## src/dbseq_regs.svh

```systemverilog
// Register offsets, field positions, reset values and timing constants.
`ifndef DBSEQ_REGS_SVH
`define DBSEQ_REGS_SVH

`define DBSEQ_ADDR_W          8
`define DBSEQ_OFS_CYCLIC      8'h08
`define DBSEQ_OFS_PINSEL      8'h09
`define DBSEQ_OFS_RAILCTL     8'h0C
`define DBSEQ_OFS_BOOSTDLY    8'h0D
`define DBSEQ_OFS_POSLVL      8'h0E
`define DBSEQ_OFS_NEGLVL      8'h0F

`define DBSEQ_BIT_CYC_EN      7
`define DBSEQ_BIT_CYC_RATE    6
`define DBSEQ_BIT_PIN_SEL     5
`define DBSEQ_BIT_PWR_SAVE    7
`define DBSEQ_BIT_POS_EN      6
`define DBSEQ_BIT_POS_GND     5
`define DBSEQ_BIT_POS_DISC    4
`define DBSEQ_BIT_NEG_EN      3
`define DBSEQ_BIT_NEG_GND     2
`define DBSEQ_BIT_NEG_DISC    1
`define DBSEQ_DLY_HI          7
`define DBSEQ_DLY_LO          6
`define DBSEQ_LVL_HI          5

`define DBSEQ_RST_CYCLIC      8'h00
`define DBSEQ_RST_PINSEL      8'h00
`define DBSEQ_RST_RAILCTL     8'h24
`define DBSEQ_RST_BOOSTDLY    8'h28
`define DBSEQ_RST_POSLVL      8'h5E
`define DBSEQ_RST_NEGLVL      8'h9C

`define DBSEQ_CLK_KHZ         50000
`define DBSEQ_US(x)           ((x) * `DBSEQ_CLK_KHZ / 1000)
`define DBSEQ_T_1MS_US        1000
`define DBSEQ_T_2MS_US        2000
`define DBSEQ_T_5MS_US        5000
`define DBSEQ_T_DISC_US       20000
`define DBSEQ_T_ON_SLOW_US    2000
`define DBSEQ_T_PER_SLOW_US   50000
`define DBSEQ_T_ON_FAST_US    1600
`define DBSEQ_T_PER_FAST_US   30000

`endif

```

## src/dbseq_pkg.sv

```systemverilog
// Types shared by the display bias sequencer.
package dbseq_pkg;
  typedef enum logic [1:0] {
    DBSEQ_DLY_NONE,
    DBSEQ_DLY_1MS,
    DBSEQ_DLY_2MS,
    DBSEQ_DLY_5MS
  } dbseq_dly_e;

  typedef enum logic [2:0] {
    RAIL_OFF,
    RAIL_RAMP,
    RAIL_ON,
    RAIL_DISC,
    RAIL_GND
  } dbseq_rail_e;

  typedef struct packed {
    logic       run;
    logic       disc;
    logic       hold_gnd;
    logic       bypass;
    logic [5:0] code;
  } dbseq_rail_s;
endpackage : dbseq_pkg

```

## src/dbseq_rail.sv

```systemverilog
// One output rail: ramp, on, discharge and ground-hold phases.
`timescale 1ns/1ps
`include "dbseq_regs.svh"
module dbseq_rail
  import dbseq_pkg::*;
#(
  parameter int DISC_CYC = `DBSEQ_US(`DBSEQ_T_DISC_US)
) (
  // Clock and reset
  input  wire logic        core_clk,
  input  wire logic        rst_n,
  // Control
  input  wire logic        run_req,
  input  wire logic        disc_en,
  input  wire logic        gnd_en,
  input  wire logic        ramp_done,
  // Status
  output dbseq_rail_e      state,
  output logic             at_target,
  output logic             at_ground,
  output logic             disc_on,
  output logic             gnd_on
);
  dbseq_rail_e      st_r;
  dbseq_rail_e      st_nxt;
  logic [31:0]      cnt_r;
  logic [31:0]      cnt_nxt;
  wire logic        disc_done = (cnt_r >= 32'(DISC_CYC - 1));

  always_comb begin
    st_nxt  = st_r;
    cnt_nxt = 32'h0;
    case (st_r)
      RAIL_OFF, RAIL_GND: begin
        if (run_req) begin
          st_nxt = RAIL_RAMP;
        end
      end
      RAIL_RAMP: begin
        if (!run_req) begin
          st_nxt = disc_en ? RAIL_DISC : RAIL_OFF;
        end else if (ramp_done) begin
          st_nxt = RAIL_ON;
        end
      end
      RAIL_ON: begin
        if (!run_req) begin
          st_nxt = disc_en ? RAIL_DISC : RAIL_OFF;
        end
      end
      RAIL_DISC: begin
        cnt_nxt = cnt_r + 32'h1;
        if (run_req) begin
          st_nxt = RAIL_RAMP;
        end else if (disc_done) begin
          st_nxt = RAIL_GND;
        end
      end
      default: st_nxt = RAIL_OFF;
    endcase
  end

  always_ff @(posedge core_clk or negedge rst_n) begin
    if (!rst_n) begin
      st_r  <= RAIL_OFF;
      cnt_r <= 32'h0;
    end else begin
      st_r  <= st_nxt;
      cnt_r <= cnt_nxt;
    end
  end

  assign state     = st_r;
  assign at_target = (st_r == RAIL_ON);
  // A rail without discharge floats and counts as at ground once off.
  assign at_ground = (st_r == RAIL_OFF) || (st_r == RAIL_GND);
  assign disc_on   = (st_r == RAIL_DISC);
  assign gnd_on    = gnd_en && !run_req && (st_r == RAIL_GND);
endmodule : dbseq_rail

```

## src/dbseq_top.sv

```systemverilog
// Display bias sequencer: enable decode, rail ordering, periodic mode.
// Summary of operation
// - Pin select: rails follow pins.
// - Master enable low forces shutdown.
// - Register select: rails follow enable bits.
// - Six-bit level codes, 50 mV step.
// - Reset levels 6 V, 5.5 V, -5.4 V.
// - Discharge switch closes at turn-off.
// - Ground-hold keeps discharged rail grounded.
// - Power saving bypasses input to rails.
// - Two-bit delay: none, 1, 2, 5 ms.
// - No delay: each rail starts independently.
// - No delay: each rail discharges independently.
// - Negative starts after positive plus delay.
// - Positive stops after negative grounded plus delay.
// - Periodic mode toggles enabled rails.
// - Periodic 2/50 ms or 1.6/30 ms.
// - Periodic cycles use normal sequencing.
// - Discharge lasts 20 ms.
// - Ground-hold never shorts a running rail.
`timescale 1ns/1ps
`include "dbseq_regs.svh"
module dbseq_top
  import dbseq_pkg::*;
#(
  parameter int D1_CYC    = `DBSEQ_US(`DBSEQ_T_1MS_US),
  parameter int D2_CYC    = `DBSEQ_US(`DBSEQ_T_2MS_US),
  parameter int D5_CYC    = `DBSEQ_US(`DBSEQ_T_5MS_US),
  parameter int DISC_CYC  = `DBSEQ_US(`DBSEQ_T_DISC_US),
  parameter int ONS_CYC   = `DBSEQ_US(`DBSEQ_T_ON_SLOW_US),
  parameter int PERS_CYC  = `DBSEQ_US(`DBSEQ_T_PER_SLOW_US),
  parameter int ONF_CYC   = `DBSEQ_US(`DBSEQ_T_ON_FAST_US),
  parameter int PERF_CYC  = `DBSEQ_US(`DBSEQ_T_PER_FAST_US)
) (
  // Clock and reset
  input  wire logic        core_clk,
  input  wire logic        rst_n,
  // Enable pins
  input  wire logic        master_enable_pin,
  input  wire logic        plus_enable_pin,
  input  wire logic        minus_enable_pin,
  // Register port
  input  wire logic        reg_wr,
  input  wire logic        reg_rd,
  input  wire logic [7:0]  reg_addr,
  input  wire logic [7:0]  reg_wdata,
  output logic [7:0]       reg_rdata,
  // Ramp completion from the analog regulators
  input  wire logic        pos_ramp_done,
  input  wire logic        neg_ramp_done,
  // Rail controls
  output dbseq_rail_s      boost_rail,
  output dbseq_rail_s      positive_rail,
  output dbseq_rail_s      negative_rail,
  output logic             shutdown
);
  logic [7:0]   cyc_r;
  logic [7:0]   pinsel_r;
  logic [7:0]   ctl_r;
  logic [7:0]   bdl_r;
  logic [7:0]   pos_r;
  logic [7:0]   neg_r;
  logic [31:0]  dly_cnt_r;
  logic [31:0]  dly_cnt_nxt;
  logic [31:0]  per_cnt_r;
  logic [7:0]   rdata_nxt;
  logic [7:0]   rdata_r;
  dbseq_rail_e  pos_st;
  logic         pos_tgt;
  logic         neg_tgt;
  logic         pos_gnd_ok;
  logic         neg_gnd_ok;
  logic         pos_disc;
  logic         neg_disc;
  logic         pos_hold;
  logic         neg_hold;

  function automatic logic [31:0] dly_cycles(input logic [1:0] code);
    case (dbseq_dly_e'(code))
      DBSEQ_DLY_1MS: dly_cycles = 32'(D1_CYC);
      DBSEQ_DLY_2MS: dly_cycles = 32'(D2_CYC);
      DBSEQ_DLY_5MS: dly_cycles = 32'(D5_CYC);
      default:       dly_cycles = 32'h0;
    endcase
  endfunction : dly_cycles

  // Register writes.
  always_ff @(posedge core_clk or negedge rst_n) begin
    if (!rst_n) begin
      cyc_r    <= `DBSEQ_RST_CYCLIC;
      pinsel_r <= `DBSEQ_RST_PINSEL;
      ctl_r    <= `DBSEQ_RST_RAILCTL;
      bdl_r    <= `DBSEQ_RST_BOOSTDLY;
      pos_r    <= `DBSEQ_RST_POSLVL;
      neg_r    <= `DBSEQ_RST_NEGLVL;
    end else if (reg_wr) begin
      case (reg_addr)
        `DBSEQ_OFS_CYCLIC:   cyc_r    <= reg_wdata;
        `DBSEQ_OFS_PINSEL:   pinsel_r <= reg_wdata;
        `DBSEQ_OFS_RAILCTL:  ctl_r    <= reg_wdata;
        `DBSEQ_OFS_BOOSTDLY: bdl_r    <= reg_wdata;
        `DBSEQ_OFS_POSLVL:   pos_r    <= reg_wdata;
        `DBSEQ_OFS_NEGLVL:   neg_r    <= reg_wdata;
        default: ;
      endcase
    end
  end

  // Register reads; unmapped offsets read zero.
  always_comb begin
    case (reg_addr)
      `DBSEQ_OFS_CYCLIC:   rdata_nxt = cyc_r;
      `DBSEQ_OFS_PINSEL:   rdata_nxt = pinsel_r;
      `DBSEQ_OFS_RAILCTL:  rdata_nxt = ctl_r;
      `DBSEQ_OFS_BOOSTDLY: rdata_nxt = bdl_r;
      `DBSEQ_OFS_POSLVL:   rdata_nxt = pos_r;
      `DBSEQ_OFS_NEGLVL:   rdata_nxt = neg_r;
      default:             rdata_nxt = 8'h00;
    endcase
  end

  always_ff @(posedge core_clk or negedge rst_n) begin
    if (!rst_n) begin
      rdata_r <= 8'h00;
    end else if (reg_rd) begin
      rdata_r <= rdata_nxt;
    end
  end
  assign reg_rdata = rdata_r;

  // Decoded fields.
  wire logic       pin_mode  = pinsel_r[`DBSEQ_BIT_PIN_SEL];
  wire logic       cyc_en    = cyc_r[`DBSEQ_BIT_CYC_EN];
  wire logic       cyclic_rate_select = cyc_r[`DBSEQ_BIT_CYC_RATE];
  wire logic       pwr_save  = ctl_r[`DBSEQ_BIT_PWR_SAVE];
  wire logic [1:0] dly_code  = bdl_r[`DBSEQ_DLY_HI:`DBSEQ_DLY_LO];
  wire logic       ordered   = (dly_code != 2'b00);
  wire logic [31:0] dly_need = dly_cycles(dly_code);

  assign shutdown = !master_enable_pin;
  wire logic pin_pos = plus_enable_pin;
  wire logic pin_neg = minus_enable_pin;
  wire logic reg_pos = ctl_r[`DBSEQ_BIT_POS_EN];
  wire logic reg_neg = ctl_r[`DBSEQ_BIT_NEG_EN];
  wire logic req_pos = master_enable_pin && (pin_mode ? pin_pos : reg_pos);
  wire logic req_neg = master_enable_pin && (pin_mode ? pin_neg : reg_neg);

  wire logic [31:0] per_len = cyclic_rate_select ? 32'(PERF_CYC)
                                                 : 32'(PERS_CYC);
  wire logic [31:0] on_len  = cyclic_rate_select ? 32'(ONF_CYC)
                                                 : 32'(ONS_CYC);
  wire logic        per_on  = !cyc_en || (per_cnt_r < on_len);

  always_ff @(posedge core_clk or negedge rst_n) begin
    if (!rst_n) begin
      per_cnt_r <= 32'h0;
    end else if (!cyc_en || per_cnt_r >= per_len - 32'h1) begin
      per_cnt_r <= 32'h0;
    end else begin
      per_cnt_r <= per_cnt_r + 32'h1;
    end
  end

  // Periodic gating feeds the normal sequencer.
  wire logic want_pos = req_pos && per_on;
  wire logic want_neg = req_neg && per_on;

  // Inter-rail delay timer: counts while its start condition holds.
  // Positive at target starts the up delay; negative at ground with
  // positive still wanted off starts the down delay.
  wire logic up_cond   = ordered && pos_tgt && want_neg;
  wire logic down_cond = ordered && !want_pos && neg_gnd_ok;
  wire logic dly_done  = (dly_cnt_r >= dly_need);

  always_comb begin
    dly_cnt_nxt = 32'h0;
    if ((up_cond || down_cond) && !dly_done) begin
      dly_cnt_nxt = dly_cnt_r + 32'h1;
    end else if (up_cond || down_cond) begin
      dly_cnt_nxt = dly_cnt_r;
    end
  end

  always_ff @(posedge core_clk or negedge rst_n) begin
    if (!rst_n) begin
      dly_cnt_r <= 32'h0;
    end else begin
      dly_cnt_r <= dly_cnt_nxt;
    end
  end

  // Negative waits for positive plus delay.
  // Code 10 follows same up order.
  wire logic run_neg = ordered ? (want_neg && pos_tgt && dly_done)
                                 || (want_neg && neg_tgt)
                               : want_neg;
  // Positive held until negative down plus delay.
  wire logic pos_stay = ordered && !want_pos && !pos_gnd_ok
                        && pos_st != RAIL_DISC
                        && !(neg_gnd_ok && dly_done);
  wire logic run_pos = master_enable_pin && (want_pos || pos_stay);

  dbseq_rail #(.DISC_CYC(DISC_CYC)) u_pos (
    .core_clk  (core_clk),
    .rst_n     (rst_n),
    .run_req   (run_pos),
    .disc_en   (ctl_r[`DBSEQ_BIT_POS_DISC]),
    .gnd_en    (ctl_r[`DBSEQ_BIT_POS_GND]),
    .ramp_done (pos_ramp_done || pwr_save),
    .state     (pos_st),
    .at_target (pos_tgt),
    .at_ground (pos_gnd_ok),
    .disc_on   (pos_disc),
    .gnd_on    (pos_hold)
  );

  dbseq_rail #(.DISC_CYC(DISC_CYC)) u_neg (
    .core_clk  (core_clk),
    .rst_n     (rst_n),
    .run_req   (run_neg),
    .disc_en   (ctl_r[`DBSEQ_BIT_NEG_DISC]),
    .gnd_en    (ctl_r[`DBSEQ_BIT_NEG_GND]),
    .ramp_done (neg_ramp_done || pwr_save),
    .state     (),
    .at_target (neg_tgt),
    .at_ground (neg_gnd_ok),
    .disc_on   (neg_disc),
    .gnd_on    (neg_hold)
  );

  // Six-bit level codes drive the regulators.
  // Power saving forces bypass on the up rails.
  always_comb begin
    boost_rail.run         = run_pos || run_neg;
    boost_rail.disc        = 1'b0;
    boost_rail.hold_gnd    = 1'b0;
    boost_rail.bypass      = pwr_save && (run_pos || run_neg);
    boost_rail.code        = bdl_r[`DBSEQ_LVL_HI:0];
    positive_rail.run      = run_pos;
    positive_rail.disc     = pos_disc;
    positive_rail.hold_gnd = pos_hold;
    positive_rail.bypass   = pwr_save && run_pos;
    positive_rail.code     = pos_r[`DBSEQ_LVL_HI:0];
    negative_rail.run      = run_neg;
    negative_rail.disc     = neg_disc;
    negative_rail.hold_gnd = neg_hold;
    negative_rail.bypass   = pwr_save && run_neg;
    negative_rail.code     = neg_r[`DBSEQ_LVL_HI:0];
  end
endmodule : dbseq_top

```

## config.mk

```make
export PLATFORM = sky130hd
export DESIGN_NAME = dbseq_top
export DESIGN_NICKNAME = d
export VERILOG_FILES = /design/src/dbseq_pkg.sv /design/src/dbseq_rail.sv /design/src/dbseq_top.sv
export VERILOG_INCLUDE_DIRS = /design/src
export SDC_FILE = /design/constraint.sdc
export NUM_CORES = 1
export LEC_CHECK = 0
export ABC_AREA = 1
export BUFFER_PORTS_ARGS = -buffer_cell sky130_fd_sc_hd__buf_2
export CAP_MARGIN = 20
export CORE_MARGIN = 1
export CORE_UTILIZATION = 62
export CTS_CLUSTER_SIZE = 28
export DETAILED_ROUTE_END_ITERATION = 10
export HOLD_SLACK_MARGIN = 0.02
export PLACE_DENSITY = 0.8
export SYNTH_ARGS = -nofsm -noshare
export SYNTH_HDL_FRONTEND = slang
export SYNTH_SLANG_ARGS = --single-unit
```

## constraint.sdc

```tcl
create_clock -name core_clk -period 4.2 [get_ports core_clk]
set_clock_uncertainty 0.15 [all_clocks]
set_input_delay 0.63 -clock core_clk [delete_from_list [all_inputs] [get_ports core_clk]]
set_output_delay 0.63 -clock core_clk [all_outputs]
set_load 0.02 [all_outputs]
```

==> flow_summary.yaml <==
critical_path:
  crit_chain: "inv_1 > ha_2 > inv_1 > o21ai_2 > ha_1 > nand2_1 > inv_1 > nand2_1 > inv_1 > nand2_1 > nand3_1 > nand2_1 > nand3_1 > nand2_1 > nand2_2 > nand2_4 > nand3_1 > nand3_2 > nand2_2 > nor2_4 > buf_4"
  required_ns: 3.42
  reg2reg_slack_ns: 1.01
  cp-end-kind: "primary output"
  rr_startpoint: "bdl_r[6]"
  cp_common_cell: "nand2_1"
  crit_type: "reg -> out"
  crit_path_max_incr_delay_ns: 0.42
  cp-endpoint: "negative_rail[7]"
  worstReg2RegEnd: "dly_cnt_r[11]"
  critPathLaunchType: "flop"
  startpoint: "bdl_r[6]"
  crit_arrival_ns: 3.14
  reg2regPathDepth: 20
  path_max_fanout: 7
  cpMaxStageDelayCell: "dfrtp_2"
timing:
  tns_ns: 0
  fin_crit_ns: 3.917
  holdWs_ns: 0.03116
  setup_violations: 0
  maxSlewViolCount: 0
  worst_pin_slew_ns: 0.7179
  slew_headroom: 0.5188
  max_freq_mhz: 255.3
  period_share: 0.9327
  rsz0062_at_grt: "no"
  final_hold_viol_count: 0
detailed_routing:
  avgRoutedWirePerCell_um: 15.24
  drtIter0Drc: 596
  firstDrtPassIters: 6
  drc: 0
  route.vias.total: 9503
  viasPerCell: 5.640
  drt-total-wl_mm: 25.68
  detail-route-antenna-nets: 0
worst_hold_path:
  hold_class: "in -> async"
floorplanning:
  die_w_um: 135.7
  die_h_um: 135.7
  core_um2: 17360
  rows: 48
  start_util: 0.6381
  pin_count: 64
  die_area_um2: 18400
run_status:
  status: "finished clean"
pwr:
  p_leak_uw: 0.005335
  p_per_area_nw_per_um2: 336.2
  peakVddDrop_mv: 0.3047
final_layout:
  diodes: 0
  nets: 1524
  layout-drive-gt1-share: 0.1349
  n_fill_cell: 1406
  area_delta_synth_final_pct: 9.569
  seq_area_um2: 4773
  stdcell_count: 1685
  multi_input_area_um2: 5343
logic_synthesis:
  synth_common_cells: "274 x nand2_1, 177 x dfrtp_1, 164 x inv_1"
  async_reset_ff_frac: 1.000
  synth_seq_cells: 190
  netlist.area_leader.share: 0.3999
  yosysMostFrequentCell: "nand2_1"
  netlist_area_um2: 11080
  synthCells: 1405
  synth_edf_count: 0
  synthFlopType: "dfrtp_1"
  yosysWarnings: 0
  synth_area_leaders: "dfrtp_1 40%, nand2_1 9.3%, ha_1 5.9%"
  ys_types: 52
  seq_area_frac_synth: 0.4308
  syn_avg_cell_area_um2: 7.883
  yosys.area.top_type: "dfrtp_1"
cts:
  cts_root_buf: "clkbuf_16"
  clk_path_buf_depth: 2
  cts_num_sinks: 190
  cts_tree: "yes"
  numCtsBuffers: 17
  path_clk_slew_ns: 0.07
  htreeDepth: 4
  clock_latency_ns: 0.43
global_routing:
  grt_max_degree: 81
  track_usage: 0.2973
  antenna_found_initial: 0
  grt_pass1_vias: 9266
  grt_pass1_wl_mm: 43.48
  overflow: 0
job:
  cap_violations: 0
placed_design:
  dp_hpwl_mm: 18.10
  port_buffers: 61
  dp.cells: 1653
  gp_congestion: 0.8975
==> through the flow <==
stage	setup slack (ns)	instance area, µm²	total power [µW]	utilization
3_3_place_gp	0.5752	11460	2306	0.6603
5_1_grt	0.01284	12140	4229	0.6992
2_1_floorplan	0.8742	11080	2192	-
6_report	0.2826	12140	4080	0.6992
3_5_place_dp	0.4347	11460	2314	0.6603
4_1_cts	0.03901	12110	4089	0.6974
==> what timing repair did <==
action / CTS / global route
resized for setup: 1 / 12
setup buffers: 0 / 0
hold buffers: 0 / 0
pin swaps: 0 / 1
hold endpoints to repair: 0 / 0
endpoints found under the setup margin: 1 / 5
==> flip-flops by register name, summed over array words and instances, names as in the netlist <==
signal	flops
dly_cnt_r	32
neg_r	8
pinsel_r	8
u_neg.state	3
bdl_r	8
pos_r	8
reg_rdata	8
u_pos.state	3
u_pos.cnt_r	32
u_neg.cnt_r	32
cyc_r	8
ctl_r	8
per_cnt_r	32
==> where the power goes <==
group	switching (µW)	internal, µW	leakage, µW
Combinational	274	110	0.00243
Sequential	35.3	1870	0.00259
Clock	746	1040	0.000312
==> critical path, delay by kind of cell, from the launching register on <==
family / cells / cell delay, ns
simple gates: 13 / 1.23
buf+inv: 5 / 0.47
flops: 1 / 0.42
compound gates: 1 / 0.09
fa+ha+maj: 2 / 0.48
==> layout make-up <==
class,count,area share
multi-input cells,984,0.4403
flip-flops and latches,190,0.3933
inverters,183,0.05671
clock buffers,21,0.03794
repair buffers,71,0.03361
well taps,225,0.02320
clock inverters,11,0.01495
==> metal layers <==
| metal | track usage | vias up | share of wire |
|---|---|---|---|
| li1 | - | 4704 | - |
| met1 | 0.3920 | 4469 | 0.44 |
| met2 | 0.4986 | 279 | 0.49 |
| met3 | 0.04826 | 51 | 0.050 |
| met4 | 0.09675 | 0 | 0.021 |
| met5 | 0 | - | 0 |
==> kinds of logic (layout without fill, tap and decap cells) <==
logic type,Yosys count,after routing,synth area share
other,1,2,0.0003386
AOI/OAI and AO/OA,218,218,0.1049
xor gates and xnor gates,32,32,0.02530
buffers and inverters,232,286,0.09026
DFF,190,190,0.4308
adders and majority gates,52,52,0.05874
and+or+nand+nor,680,680,0.2897
==> cells in the final DEF, fill, tap and decap left out, types with 3 or more instances in the layout <==
cell,count
o21ai_1,37
nor3_2,18
nor3b_1,7
buf_4,9
bufinv_16,4
clkbuf_16,17
nor4_1,21
a21oi_1,81
nand4_1,33
clkbuf_8,3
nor2_4,5
o21a_1,5
nand3_2,6
xor2_1,22
nor2_2,7
ha_1,51
nor3_4,4
inv_2,19
o21ai_0,73
dfrtp_1,175
inv_1,163
and3_1,4
nand2_1,272
buf_2,59
nand2_2,10
xnor2_1,10
nor2_1,154
nand3_1,67
a31oi_1,5
dfstp_2,13
nor3_1,61
==> how the worst min path moves through the flow <==
stage | start | to | slack [ns] | depth (start not counted)
final | rst_n | per_cnt_r[4] | 0.03 | 1
after global routing | rst_n | per_cnt_r[4] | 0.09 | 1
after CTS | rst_n | per_cnt_r[4] | 0.08 | 1
after detailed placement | u_neg.cnt_r[0] | u_neg.cnt_r[0] | 0.31 | 1
after global placement | u_neg.cnt_r[0] | u_neg.cnt_r[0] | 0.30 | 1
after floorplan | rst_n | bdl_r[0] | 0.18 | 0
(Power assumes the default switching activity.)
